**src/logic/ilk_pkg.sv**
```systemverilog
/*
  Constants shared by the interlock logic engine: register map, instruction
  encoding, operand codes, scan timing.
  Assumes a 20 MHz system clock and an AHB-Lite master with 32-bit data.
*/
package ilk_pkg;
  localparam int unsigned CLK_HZ         = 20_000_000;
  localparam int unsigned SCAN_MS        = 20;
  localparam int unsigned SCAN_CYCLES    = CLK_HZ / 1000 * SCAN_MS;
  localparam int unsigned PROG_ROWS      = 101;
  localparam int unsigned IND_COUNT      = 16;

  // Register byte offsets
  localparam logic [11:0] OFS_MODE       = 12'h000;
  localparam logic [11:0] OFS_ILK_EN     = 12'h004;
  localparam logic [11:0] OFS_STORE      = 12'h008;
  localparam logic [11:0] OFS_STATUS     = 12'h00c;
  localparam logic [11:0] OFS_INPUTS     = 12'h010;
  localparam logic [11:0] OFS_TEMPS      = 12'h014;
  localparam logic [11:0] OFS_IND_BASE   = 12'h100;
  localparam logic [11:0] OFS_PROG_BASE  = 12'h400;
  localparam logic [11:0] OFS_PROG_END   = 12'h594;

  // Instruction word: opcode in [11:9], operand in [7:0]
  localparam int unsigned OPC_LSB        = 9;
  localparam int unsigned INSTR_W        = 12;
  localparam logic [2:0] OP_END          = 3'h0;
  localparam logic [2:0] OP_LOAD         = 3'h1;
  localparam logic [2:0] OP_LOADN        = 3'h2;
  localparam logic [2:0] OP_AND          = 3'h3;
  localparam logic [2:0] OP_ANDN         = 3'h4;
  localparam logic [2:0] OP_OR           = 3'h5;
  localparam logic [2:0] OP_ORN          = 3'h6;
  localparam logic [2:0] OP_OUT          = 3'h7;

  // Operand codes
  localparam logic [7:0] OPD_CH_FIRST    = 8'h01;
  localparam logic [7:0] OPD_CH_LAST     = 8'h03;
  localparam logic [7:0] OPD_UNDEF_OFS   = 8'h64;
  localparam logic [7:0] OPD_OPEN_OFS    = 8'hc8;
  localparam logic [7:0] OPD_BI_FIRST    = 8'h04;
  localparam logic [7:0] OPD_BI_LAST     = 8'h0d;
  localparam logic [7:0] OPD_OPEN_OUT    = 8'h14;
  localparam logic [7:0] OPD_CLOSE_OUT   = 8'h15;
  localparam logic [7:0] OPD_ZERO        = 8'h3c;
  localparam logic [7:0] OPD_ONE         = 8'h3d;
  localparam logic [7:0] OPD_KEY         = 8'h3e;
  localparam logic [7:0] OPD_TMP_FIRST   = 8'h46;
  localparam logic [7:0] OPD_TMP_LAST    = 8'h59;

  // Status channel encoding {open, closed}: 2'b01 closed, 2'b10 open, else undefined
  localparam logic [1:0] ST_CLOSED       = 2'b01;
  localparam logic [1:0] ST_OPEN         = 2'b10;

  typedef enum logic [2:0] {
    EV_IDLE  = 3'b000,
    EV_FETCH = 3'b001,
    EV_EXEC  = 3'b011,
    EV_CHECK = 3'b010,
    EV_CHKX  = 3'b110
  } ev_state_t;
endpackage

```
**src/logic/interlock_logic_engine.sv**
```systemverilog
/*
  Programmable Boolean interlock engine for one switchgear object, with an
  AHB-Lite register slave for mode, settings, program rows and indicators.
  Assumes synchronous inputs, a 20 MHz hclk, single-word AHB transfers.
*/
`timescale 1ns/1ps
module interlock_logic_engine #(
  parameter int unsigned SCAN_CYCLES = ilk_pkg::SCAN_CYCLES,
  parameter int unsigned NUM_TEMPS   = 20
) (
  input  wire logic        hclk,
  input  wire logic        hresetn,
  input  wire logic        hsel,
  input  wire logic [31:0] haddr,
  input  wire logic [1:0]  htrans,
  input  wire logic        hwrite,
  input  wire logic [2:0]  hsize,
  input  wire logic [31:0] hwdata,
  input  wire logic        hready,
  output logic      [31:0] hrdata,
  output logic             hreadyout,
  output logic             hresp,
  input  wire logic [1:0]  obj_status_1,
  input  wire logic [1:0]  obj_status_2,
  input  wire logic [1:0]  obj_status_3,
  input  wire logic [9:0]  bin_inputs,
  input  wire logic        key_remote,
  input  wire logic        open_cmd,
  input  wire logic        close_cmd,
  output logic             open_out,
  output logic             close_out,
  output logic             store_params_command,
  output logic             run_mode
);
  initial begin
    if (NUM_TEMPS != 20 || SCAN_CYCLES < 16) begin
      $error("interlock_logic_engine: unsupported parameter values");
    end
  end

  localparam int unsigned AW = 7;

  logic        mode_q;
  logic        ilk_en_q;
  logic        prog_written_q;
  logic        chk_err_q;
  logic        acc_q;
  logic        open_en_q;
  logic        close_en_q;
  logic [NUM_TEMPS-1:0] tmp_q;
  logic [AW-1:0]        pc_q;
  ilk_pkg::ev_state_t   st_q;
  logic [31:0] ind_q [ilk_pkg::IND_COUNT];

  logic        scan_tick;
  logic [ilk_pkg::INSTR_W-1:0] rd_instr;
  logic [ilk_pkg::INSTR_W-1:0] rd_instr_q;
  logic        mem_we;
  logic [AW-1:0] mem_waddr;
  logic [AW-1:0] mem_raddr;

  // AHB address phase capture
  logic        ap_valid_q;
  logic        ap_write_q;
  logic [11:0] ap_addr_q;
  logic        dp_rd_pending_q;
  logic        ahb_go;

  assign ahb_go = hsel && hready && htrans[1];

  always_ff @(posedge hclk or negedge hresetn) begin
    if (!hresetn) begin
      ap_valid_q <= 1'b0;
      ap_write_q <= 1'b0;
      ap_addr_q  <= 12'h000;
    end else if (hready) begin
      ap_valid_q <= ahb_go;
      ap_write_q <= hwrite;
      ap_addr_q  <= haddr[11:0];
    end
  end

  logic wr_now;
  logic in_prog;
  logic in_ind;
  logic [AW-1:0] prog_idx;
  logic [3:0]    ind_idx;

  assign wr_now   = ap_valid_q && ap_write_q;
  assign in_prog  = ap_addr_q >= ilk_pkg::OFS_PROG_BASE && ap_addr_q <= ilk_pkg::OFS_PROG_END;
  assign in_ind   = ap_addr_q[11:6] == ilk_pkg::OFS_IND_BASE[11:6];
  assign prog_idx = AW'((ap_addr_q - ilk_pkg::OFS_PROG_BASE) >> 2);
  assign ind_idx  = ap_addr_q[5:2];

  // Program edits only in program mode; run mode locks the list
  assign mem_we    = wr_now && in_prog && !mode_q;
  assign mem_waddr = prog_idx;
  // Bus reads look the row up in the address phase while st_q is EV_IDLE, so data is ready for the answer
  assign mem_raddr = (st_q != ilk_pkg::EV_IDLE) ? pc_q
                   : ahb_go ? AW'((haddr[11:0] - ilk_pkg::OFS_PROG_BASE) >> 2) : prog_idx;

  ilk_prog_mem #(
    .DEPTH (ilk_pkg::PROG_ROWS),
    .WIDTH (ilk_pkg::INSTR_W),
    .AW    (AW)
  ) u_mem (
    .hclk  (hclk),
    .we    (mem_we),
    .waddr (mem_waddr),
    .wdata (hwdata[ilk_pkg::INSTR_W-1:0]),
    .raddr (mem_raddr),
    .rdata (rd_instr)
  );

  ilk_scan_timer #(
    .PERIOD (SCAN_CYCLES)
  ) u_timer (
    .hclk    (hclk),
    .hresetn (hresetn),
    .tick    (scan_tick)
  );

  // Indicator configuration words; unconfigured ones read zero
  always_ff @(posedge hclk or negedge hresetn) begin
    if (!hresetn) begin
      for (int i = 0; i < ilk_pkg::IND_COUNT; i++) begin
        ind_q[i] <= 32'h0000_0000;
      end
    end else if (wr_now && in_ind && !mode_q) begin
      ind_q[ind_idx] <= hwdata;
    end
  end

  logic run_req;
  assign run_req = wr_now && ap_addr_q == ilk_pkg::OFS_MODE && hwdata[0];

  always_ff @(posedge hclk or negedge hresetn) begin
    if (!hresetn) begin
      ilk_en_q <= 1'b0;
    end else if (wr_now && ap_addr_q == ilk_pkg::OFS_ILK_EN) begin
      ilk_en_q <= hwdata[0];
    end
  end

  always_ff @(posedge hclk or negedge hresetn) begin
    if (!hresetn) begin
      prog_written_q <= 1'b0;
    end else if (mem_we) begin
      prog_written_q <= 1'b1;
    end
  end

  always_ff @(posedge hclk or negedge hresetn) begin
    if (!hresetn) begin
      store_params_command <= 1'b0;
    end else begin
      store_params_command <= wr_now && ap_addr_q == ilk_pkg::OFS_STORE && hwdata[0];
    end
  end

  // Operand decode
  logic [7:0] opd;
  logic [2:0] opc;
  logic       opd_val;
  logic       opd_ok;
  logic [1:0] ch_st;
  assign opd = rd_instr_q[7:0];
  assign opc = rd_instr_q[ilk_pkg::INSTR_W-1:ilk_pkg::OPC_LSB];

  always_comb begin
    ch_st   = 2'b00;
    opd_val = 1'b0;
    opd_ok  = 1'b1;
    if (opd >= ilk_pkg::OPD_CH_FIRST && opd <= ilk_pkg::OPD_CH_LAST) begin
      ch_st   = (opd == 8'h01) ? obj_status_1 : (opd == 8'h02) ? obj_status_2 : obj_status_3;
      opd_val = ch_st == ilk_pkg::ST_CLOSED;
    end else if (opd >= 8'(ilk_pkg::OPD_CH_FIRST + ilk_pkg::OPD_UNDEF_OFS)
                 && opd <= 8'(ilk_pkg::OPD_CH_LAST + ilk_pkg::OPD_UNDEF_OFS)) begin
      ch_st   = (opd == 8'h65) ? obj_status_1 : (opd == 8'h66) ? obj_status_2 : obj_status_3;
      opd_val = ch_st != ilk_pkg::ST_CLOSED && ch_st != ilk_pkg::ST_OPEN;
    end else if (opd >= 8'(ilk_pkg::OPD_CH_FIRST + ilk_pkg::OPD_OPEN_OFS)
                 && opd <= 8'(ilk_pkg::OPD_CH_LAST + ilk_pkg::OPD_OPEN_OFS)) begin
      ch_st   = (opd == 8'hc9) ? obj_status_1 : (opd == 8'hca) ? obj_status_2 : obj_status_3;
      opd_val = ch_st == ilk_pkg::ST_OPEN;
    end else if (opd >= ilk_pkg::OPD_BI_FIRST && opd <= ilk_pkg::OPD_BI_LAST) begin
      opd_val = bin_inputs[4'(opd - ilk_pkg::OPD_BI_FIRST)];
    end else if (opd == ilk_pkg::OPD_ZERO) begin
      opd_val = 1'b0;
    end else if (opd == ilk_pkg::OPD_ONE) begin
      opd_val = 1'b1;
    end else if (opd == ilk_pkg::OPD_KEY) begin
      opd_val = key_remote;
    end else if (opd >= ilk_pkg::OPD_TMP_FIRST && opd <= ilk_pkg::OPD_TMP_LAST) begin
      opd_val = tmp_q[5'(opd - ilk_pkg::OPD_TMP_FIRST)];
    end else begin
      opd_ok  = 1'b0;
    end
  end

  logic out_tgt_ok;
  assign out_tgt_ok = opd == ilk_pkg::OPD_OPEN_OUT || opd == ilk_pkg::OPD_CLOSE_OUT
                      || (opd >= ilk_pkg::OPD_TMP_FIRST && opd <= ilk_pkg::OPD_TMP_LAST);

  // Evaluation and syntax check sequencer
  logic last_row;
  assign last_row = pc_q == AW'(ilk_pkg::PROG_ROWS - 1);

  always_ff @(posedge hclk or negedge hresetn) begin
    if (!hresetn) begin
      st_q       <= ilk_pkg::EV_IDLE;
      pc_q       <= '0;
      rd_instr_q <= '0;
      chk_err_q  <= 1'b0;
      mode_q     <= 1'b0;
    end else begin
      case (st_q)
        ilk_pkg::EV_IDLE: begin
          if (wr_now && ap_addr_q == ilk_pkg::OFS_MODE && !hwdata[0]) begin
            mode_q <= 1'b0;
          end else if (run_req && !mode_q && ilk_en_q && prog_written_q) begin
            pc_q      <= '0;
            chk_err_q <= 1'b0;
            st_q      <= ilk_pkg::EV_CHECK;
          end else if (mode_q && scan_tick) begin
            pc_q <= '0;
            st_q <= ilk_pkg::EV_FETCH;
          end
        end
        ilk_pkg::EV_FETCH: begin
          st_q <= ilk_pkg::EV_EXEC;
        end
        ilk_pkg::EV_EXEC: begin
          rd_instr_q <= rd_instr;
          st_q       <= ilk_pkg::EV_CHKX;
        end
        ilk_pkg::EV_CHKX: begin
          if (opc == ilk_pkg::OP_END || last_row) begin
            st_q <= ilk_pkg::EV_IDLE;
          end else begin
            pc_q <= pc_q + AW'(1);
            st_q <= ilk_pkg::EV_FETCH;
          end
        end
        ilk_pkg::EV_CHECK: begin
          rd_instr_q <= rd_instr;
          st_q       <= ilk_pkg::EV_CHECK;
          // Row data lags the row counter by two cycles through the memory and rd_instr_q
          if (pc_q > AW'(1)) begin
            if (opc == ilk_pkg::OP_END) begin
              mode_q <= !chk_err_q;
              st_q   <= ilk_pkg::EV_IDLE;
            end else if ((opc == ilk_pkg::OP_OUT && !out_tgt_ok)
                         || (opc != ilk_pkg::OP_OUT && !opd_ok)
                         || (pc_q == AW'(2) && opc != ilk_pkg::OP_LOAD
                             && opc != ilk_pkg::OP_LOADN)) begin
              chk_err_q <= 1'b1;
            end
          end
          if (pc_q == AW'(ilk_pkg::PROG_ROWS + 1) && opc != ilk_pkg::OP_END) begin
            chk_err_q <= 1'b1;
            st_q      <= ilk_pkg::EV_IDLE;
          end else begin
            pc_q <= pc_q + AW'(1);
          end
        end
        default: st_q <= ilk_pkg::EV_IDLE;
      endcase
      // A return to program mode must not be lost while a scan is running
      if (wr_now && ap_addr_q == ilk_pkg::OFS_MODE && !hwdata[0]) begin
        mode_q <= 1'b0;
        st_q   <= ilk_pkg::EV_IDLE;
      end
    end
  end

  // Accumulator and OUT targets; targets hold between scans
  always_ff @(posedge hclk or negedge hresetn) begin
    if (!hresetn) begin
      acc_q      <= 1'b0;
      open_en_q  <= 1'b0;
      close_en_q <= 1'b0;
      tmp_q      <= '0;
    end else if (!mode_q) begin
      open_en_q  <= 1'b0;
      close_en_q <= 1'b0;
    end else if (st_q == ilk_pkg::EV_CHKX) begin
      case (opc)
        ilk_pkg::OP_LOAD:  acc_q <= opd_val;
        ilk_pkg::OP_LOADN: acc_q <= !opd_val;
        ilk_pkg::OP_AND:   acc_q <= acc_q & opd_val;
        ilk_pkg::OP_ANDN:  acc_q <= acc_q & !opd_val;
        ilk_pkg::OP_OR:    acc_q <= acc_q | opd_val;
        ilk_pkg::OP_ORN:   acc_q <= acc_q | !opd_val;
        ilk_pkg::OP_OUT: begin
          if (opd == ilk_pkg::OPD_OPEN_OUT) begin
            open_en_q <= acc_q;
          end else if (opd == ilk_pkg::OPD_CLOSE_OUT) begin
            close_en_q <= acc_q;
          end else if (opd >= ilk_pkg::OPD_TMP_FIRST && opd <= ilk_pkg::OPD_TMP_LAST) begin
            tmp_q[5'(opd - ilk_pkg::OPD_TMP_FIRST)] <= acc_q;
          end
        end
        default: acc_q <= acc_q;
      endcase
    end
  end

  // Command gating, same path for local, serial and binary input commands
  always_ff @(posedge hclk or negedge hresetn) begin
    if (!hresetn) begin
      open_out  <= 1'b0;
      close_out <= 1'b0;
      run_mode  <= 1'b0;
    end else begin
      open_out  <= open_cmd && (!ilk_en_q || open_en_q);
      close_out <= close_cmd && (!ilk_en_q || close_en_q);
      run_mode  <= mode_q;
    end
  end

  // Bus read data and response
  always_ff @(posedge hclk or negedge hresetn) begin
    if (!hresetn) begin
      dp_rd_pending_q <= 1'b0;
      hrdata          <= 32'h0000_0000;
      hreadyout       <= 1'b1;
      hresp           <= 1'b0;
    end else begin
      hresp <= 1'b0;
      if (ahb_go && !hwrite && hreadyout) begin
        dp_rd_pending_q <= 1'b1;
        hreadyout       <= 1'b0;
      end else if (dp_rd_pending_q) begin
        dp_rd_pending_q <= 1'b0;
        hreadyout       <= 1'b1;
        if (in_prog) begin
          hrdata <= {20'h00000, rd_instr};
        end else if (in_ind) begin
          hrdata <= ind_q[ind_idx];
        end else begin
          case (ap_addr_q)
            ilk_pkg::OFS_MODE:   hrdata <= {31'h0, mode_q};
            ilk_pkg::OFS_ILK_EN: hrdata <= {31'h0, ilk_en_q};
            ilk_pkg::OFS_STATUS: hrdata <= {26'h0, chk_err_q, prog_written_q,
                                            open_en_q, close_en_q, acc_q, mode_q};
            ilk_pkg::OFS_INPUTS: hrdata <= {15'h0000, key_remote, obj_status_3,
                                            obj_status_2, obj_status_1, bin_inputs};
            ilk_pkg::OFS_TEMPS:  hrdata <= {12'h000, tmp_q};
            default:             hrdata <= 32'h0000_0000;
          endcase
        end
      end
    end
  end
endmodule

```
**src/logic/ilk_prog_mem.sv**
```systemverilog
/*
  Program row memory: one write port, one read port with registered data.
  Assumes a single clock; rows reset to END by the caller rewriting them.
*/
`timescale 1ns/1ps
module ilk_prog_mem #(
  parameter int unsigned DEPTH = 101,
  parameter int unsigned WIDTH = 12,
  parameter int unsigned AW    = 7
) (
  input  wire logic             hclk,
  input  wire logic             we,
  input  wire logic [AW-1:0]    waddr,
  input  wire logic [WIDTH-1:0] wdata,
  input  wire logic [AW-1:0]    raddr,
  output logic      [WIDTH-1:0] rdata
);
  initial begin
    if (DEPTH > (1 << AW)) begin
      $error("ilk_prog_mem: DEPTH does not fit AW");
    end
  end

  logic [WIDTH-1:0] mem [DEPTH];

  always_ff @(posedge hclk) begin
    if (we) begin
      mem[waddr] <= wdata;
    end
    rdata <= mem[raddr];
  end
endmodule

```
**src/logic/ilk_scan_timer.sv**
```systemverilog
/*
  Scan period divider: emits a one-cycle tick every PERIOD clocks.
  Assumes hclk and an asynchronous active-low reset.
*/
`timescale 1ns/1ps
module ilk_scan_timer #(
  parameter int unsigned PERIOD = 400_000
) (
  input  wire logic hclk,
  input  wire logic hresetn,
  output logic      tick
);
  initial begin
    if (PERIOD < 2) begin
      $error("ilk_scan_timer: PERIOD too small");
    end
  end

  logic [31:0] cnt_q;

  always_ff @(posedge hclk or negedge hresetn) begin
    if (!hresetn) begin
      cnt_q <= 32'h0000_0000;
      tick  <= 1'b0;
    end else if (cnt_q == 32'(PERIOD - 1)) begin
      cnt_q <= 32'h0000_0000;
      tick  <= 1'b1;
    end else begin
      cnt_q <= cnt_q + 32'h0000_0001;
      tick  <= 1'b0;
    end
  end
endmodule

```
**config.mk**
```make
export PLATFORM = sky130hd
export DESIGN_NAME = interlock_logic_engine
export DESIGN_NICKNAME = d
export VERILOG_FILES = /design/src/logic/ilk_pkg.sv /design/src/logic/interlock_logic_engine.sv /design/src/logic/ilk_prog_mem.sv /design/src/logic/ilk_scan_timer.sv
export SDC_FILE = /design/constraint.sdc
export NUM_CORES = 2
export LEC_CHECK = 0
export ABC_CLOCK_PERIOD_IN_PS = 3600
export BUFFER_PORTS_ARGS = -buffer_cell sky130_fd_sc_hd__clkbuf_2
export CAP_MARGIN = 10
export CORE_ASPECT_RATIO = 1.25
export CORE_MARGIN = 2
export CORE_UTILIZATION = 60
export CTS_BUF_LIST = sky130_fd_sc_hd__clkbuf_4
export DETAILED_ROUTE_END_ITERATION = 16
export PLACE_DENSITY = 0.77
export SYNTH_ARGS = -nofsm -noshare
export SYNTH_HDL_FRONTEND = slang
export SYNTH_SLANG_ARGS = --single-unit
```
**constraint.sdc**
```tcl
create_clock -name hclk -period 3.6 [get_ports hclk]
set_input_delay 0.36 -clock hclk [delete_from_list [all_inputs] [get_ports hclk]]
set_output_delay 0.36 -clock hclk [all_outputs]
set_load 0.05 [all_outputs]
```
# After elaboration in Yosys (flattened, before gate mapping)
# Memory sizes are Yosys's and may differ from the RTL's. A register that Yosys moved wholly into a read port is not among the register bits.
# Cells that the tools add are included.
# op_classes
addsub,6
multipliers,0
div,0
order_cmp,18
n_eq_ne,53
shift,0
n_mux,82
bitwise,8
n_reduce_logical,71
# ops
operator,count
bitwise mux 512 bit,1
two-way mux 32 bit,6
binary-select mux 32 bit (select 4 bit),1
demux 32 bit (select 4 bit),1
one-hot mux 20 bit (5 select lines),1
two-way mux 7 bit,7
two-way mux 1 bit,45
logical AND 1 bit,35
adder 32 x 1 -> 32 bit (second input constant),1
equality test 32 x 19 -> 1 bit (second input constant),1
equality test 12 x 4 -> 1 bit (second input constant),2
equality test 12 x 5 -> 1 bit (second input constant),2
equality test 8 x 6 -> 1 bit (second input constant),3
one-hot mux 7 bit (3 select lines),1
bitwise mux 20 bit,1
subtractor 9 x 1 -> 9 bit (second input constant),2
equality test 8 x 5 -> 1 bit (second input constant),2
equality test 8 x 7 -> 1 bit (second input constant),2
equality test 8 bit (second input constant),2
greater-or-equal comparator 8 x 7 -> 1 bit (second input constant),2
less-or-equal comparator 8 x 7 -> 1 bit (second input constant),2
two-way mux 2 bit,8
equality test 3 bit (second input constant),5
!= test 3 bit (second input constant),5
other kinds (56),100
# word_totals
ff_bits,646
latchBits,0
ramBits,1212
rom_bits,0
inputBits,93
out_inout_bits,38
wordCells,278
n_memories,1
# mem_list
name,words,width,rd,rd_ports_with_merged_regs,wr,line_no,text
u_mem.mem,101,12,1,1,1,ilk_prog_mem.sv:24,logic [WIDTH-1:0] mem [DEPTH];

# Longest topological paths before layout
# logic_depth
word_depth,19
depth_mapped,15
mapped_depth_nobuf,10

# Modules after synthesis
# A second synthesis with hierarchy kept.
# hier_totals
hier_cells,4443
area_unflattened_um2,77894.7
# by_module_without_submodules
module,n_inst,cells_per_inst,area_each_um2
ilk_prog_mem,1,2373,47694.5
interlock_logic_engine,1,1927,28599.9
ilk_scan_timer,1,143,1600.3

# Worst setup path after synthesis
# Ideal clock, no wire load.
# synth_timing
kind,register -> register
start,reg ap_addr_q[2]
end,reg hrdata[22]
arrival_time_ns,2.835
required_time_ns,3.479
setup_slack_ns,0.644
stages_incl_launch_ff,8
path_buffers,4
cell_sequence,dfrtp_1 > clkbuf_1 > clkbuf_1 > buf_1 > buf_2 > mux4_2 > mux4_2 > a22o_1
# synth_via
elab_chain_cells,6
elab_cells_between_ends,9
classes_between,order compare (2); mux (5); bitwise (1); reduce/logical (1)
# synth_lines
element,line_no,text
start: declaration,interlock_logic_engine.sv:65,logic [11:0] ap_addr_q;
start signal: assignment,interlock_logic_engine.sv:79,ap_addr_q <= haddr[11:0];
NOT 4 -> 5 bit (implied by the code),interlock_logic_engine.sv:339,hrdata <= ind_q[ind_idx];
binary-select mux 32 bit (select 4 bit),interlock_logic_engine.sv:339,
two-way mux 32 bit (implied by the code) (2 in a row),interlock_logic_engine.sv:339,
two-way mux 32 bit,interlock_logic_engine.sv:338,end else if (in_ind) begin
two-way mux 32 bit *,interlock_logic_engine.sv:336,if (in_prog) begin
end signal: assignment,interlock_logic_engine.sv:337,"hrdata <= {20'h00000, rd_instr};"
end signal: assignment,interlock_logic_engine.sv:339,
end signal: assignment,interlock_logic_engine.sv:342,"ilk_pkg::OFS_MODE: hrdata <= {31'h0, mode_q};"
end: declaration,interlock_logic_engine.sv:20,"output logic [31:0] hrdata,"
# Every way passes the cells marked *; elsewhere a longest branch is shown, timed or not. The select of a mux whose other input is x is not followed.
# A chain may end at the register's enable or synchronous reset.

# Worst setup path in the final report
# layout_timing
start,reg st_q[0]
end,"reg u_mem.rdata[9], read port of u_mem.mem"
# layout_via
elab_chain_cells,2
# layout_lines
element,line_no,text
start: declaration,interlock_logic_engine.sv:52,ilk_pkg::ev_state_t st_q;
start signal: assignment,interlock_logic_engine.sv:210,st_q <= ilk_pkg::EV_IDLE;
start signal: assignment,interlock_logic_engine.sv:223,st_q <= ilk_pkg::EV_CHECK;
start signal: assignment,interlock_logic_engine.sv:226,st_q <= ilk_pkg::EV_FETCH;
nonzero test 3 bit,interlock_logic_engine.sv:99,assign mem_raddr = (st_q != ilk_pkg::EV_IDLE) ? pc_q
two-way mux 7 bit,interlock_logic_engine.sv:99,
end: declaration,ilk_prog_mem.sv:16,output logic [WIDTH-1:0] rdata
# No other way between the ends.

==> impl_metrics.ini <==
[global_routing]
grt_pass1_vias = 47120
track_usage_pct = 29.62
grt-ovfl-total = 0
antenna_found_initial = 10
grt_max_degree = 90
grt_pass1_wl_um = 289900

[power]
total_power_w = 0.04384
power_leakage_nw = 33.89
pwr_density_cell_mw_per_mm2 = 497.7
ir_drop_mv = 0.3774

[final_layout]
layout_commonest_cell = edfxtp_1
final_cell_mix = 1,212 x edfxtp_1, 642 x clkbuf_4, 639 x dfrtp_1
regArea_sq_mm = 0.05279
areaGrowthSynthToFinish_pct = 14.15
fin_area_sq_mm = 0.08808
multi_input_area_sq_mm = 0.02302
nFillCells = 8420
final_cells = 7250
nNetsFinal = 5330
drive_above_1_share_pct = 36.91

[yosys]
synth_edf_count = 1212
yosysSeqAreaShare_pct = 68.39
syn_nets = 4664
syn_inst = 4561
synth-main-ff-cell = edfxtp_1
postSynth.asyncResetShare_pct = 34.51
syn_area_sq_mm = 0.07717
yosys_warnings = 0
synth.avg_cell_area_sq_um = 16.92
synth_seq_cells = 1869
synth_cell_types = 80

[timing]
slew_headroom_pct = 14.64
max_freq_mhz = 282.7
slew_violations = 0
setup-violations-final = 0
hold_viol = 0
fin_setup_tns_ns = 0
fin_skew_ns = 0.1316
rsz0062_at_grt = no
worst_pin_slew_ns = 1.273
period_needed_ns = 3.537
finalCritPeriodShare_pct = 98.24
setup_slack_ns = 0.06327

[placement]
placed_cells = 6368
post-place-ws_ns = -0.2531
place_area_sq_mm = 0.08133
place_hpwl_um = 117300
port-buffer-count = 105
gp_congestion = 0.8920

[clocking]
numCtsBuffers = 437
clk_pin_slew_worst_paths_ns = 0.08
cts.sinks = 1869
cts_tree = yes
post_cts_buffers = 0
htree_levels = 5
clock-root-buffer = clkbuf_4
insertion_delay_ns = 1.34
cts.path.max_buffers = 4

[floorplanning]
core-area_sq_mm = 0.1280
die_w_um = 324.8
die_y_um = 405.0
ioPinCount = 131
rows = 147
die-area_sq_mm = 0.1315
start_util_pct = 60.28

[route]
postRouteAntennaNets = 0
detail_route.wl_per_cell_um = 26.59
drtIter0Drc = 4884
drtPass1Iterations = 8
avgViaCountPerCell = 6.324
drc = 0
wirelength_um = 192800
vias = 45850

[run]
cap_violations = 0

[setup_path]
cp_top_family = compound AO/OA/AOI/OAI gates
crit_chain = or3_4 > buf_4 > a21boi_4 > buf_12 > buf_12 > mux4_2 > a22oi_1 > o21ai_0 > a211oi_2 > buf_4 > nor4_1
crit_path_max_fanout = 24
slowest_stage = mux4_2
critPathRequiredTime_ns = 4.81
worst_ep_arrival_time_ns = 4.75
crit_type = flop to flop
cp_num_buf_inv = 4
cpPeakStageDelay_ns = 0.52
worst_setup_path_end_kind = flop
cp-start-kind = flop

[outcome]
status = finished clean

[min_path]
hold_class = input port to flop
routing by layer:
layer / vias to the layer above / GRT usage [%] / part of all wire (%)
met4: 10 / 12.96 / 4.1
met3: 447 / 7.119 / 9.2
met2: 2301 / 48.14 / 49
met1: 23560 / 38.49 / 37
li1: 19530 / - / -
met5: - / 0 / 0.030
cells in the mapped netlist (34+ instances only):
library cell	count	share of area, %
mux4_2	339	9.9
o21ai_0	47	0.30
a21oi_1	43	0.28
a221oi_1	47	0.53
mux2i_1	110	1.4
clkbuf_1	143	0.70
buf_2	102	0.66
nand3_1	46	0.30
and3_1	69	0.56
buf_1	34	0.17
a22oi_1	50	0.49
nor2_1	198	0.96
a211oi_1	71	0.69
edfxtp_1	1212	47
mux2_2	557	8.1
dfrtp_1	644	21
nand2_1	355	1.7
a31oi_1	66	0.54
layout make-up:
class | count | area share, %
multi-input cells | 2358 | 26.13
clock inverters | 100 | 0.5781
well taps | 1713 | 2.433
clock buffers | 642 | 5.472
inverters | 16 | 0.06818
diodes | 7 | 0.01989
repair buffers | 545 | 5.364
flip-flops and latches | 1869 | 59.93
flip-flops by register name (all words and copies together), names as in the netlist, 3 cells and up:
register and count:
tmp_q 20, ind_q 512, u_timer.cnt_q 32, u_mem.mem 1212, rd_instr_q 11, st_q 3
hrdata 32, u_mem.rdata 12, pc_q 7, ap_addr_q 12
worst register-to-register path, stage by stage, from the launching register on:
cell	delay, ns
dfrtp_2	0.48
or3_4	0.43
buf_4	0.22
a21boi_4	0.20
buf_12	0.21
buf_12	0.25
mux4_2	0.53
a22oi_1	0.20
o21ai_0	0.27
a211oi_2	0.43
buf_4	0.18
nor4_1	0.04
through the flow:
step | hold slack (ns) | util, %
after global placement | 0.4231 | 63.53
after floorplan | 0.06441 | -
after global routing | 0.05580 | 68.80
final | 0.1094 | 68.81
after detailed placement | 0.4263 | 63.53
after CTS | 0.003233 | 68.79
worst paths after layout:
kind,from,end,slack [ns],depth (start not counted)
worst max-delay path,st_q[0],u_mem.rdata[9],0.06,11
worst min-delay path,hwdata[8],u_mem.mem[45][8],0.11,2
worst max register to register,st_q[0],u_mem.rdata[9],0.06,11
worst min register to register,u_timer.cnt_q[31],u_timer.cnt_q[31],0.48,1
max in group asynchronous,hresetn,ind_q[202],2.69,4
min in group asynchronous,hresetn,hreadyout,0.31,3
cells by family (layout without fill, tap and decap cells):
logic type	count (synthesis)	in the layout	share of synthesized area [%]
AND/OR/NAND/NOR	799	799	4.670
XOR/XNOR	35	35	0.3973
AO/OA/AOI/OAI	504	504	4.824
buffers and inverters	334	1303	2.059
adder cells (fa/ha/maj)	11	11	0.1751
multiplexers	1008	1008	19.48
flip-flops	1869	1869	68.39
other	1	8	0.004860
power breakdown:
group	switching (W)	total (W)	internal, W
Combinational	0.00247	0.00408	0.00161
Sequential	0.000269	0.0234	0.0231
Clock	0.00798	0.0164	0.00839
repair_timing:
action | in CTS | in global routing
pin swaps | 2 | 1
gates cloned | 1 | 0
hold endpoints to repair | 2403 | 0
hold buffers | 132 | 0
endpoints found under the setup margin | 3 | 11
gates resized for setup | 5 | 3
Note: power is estimated with default switching activity, not from simulation.
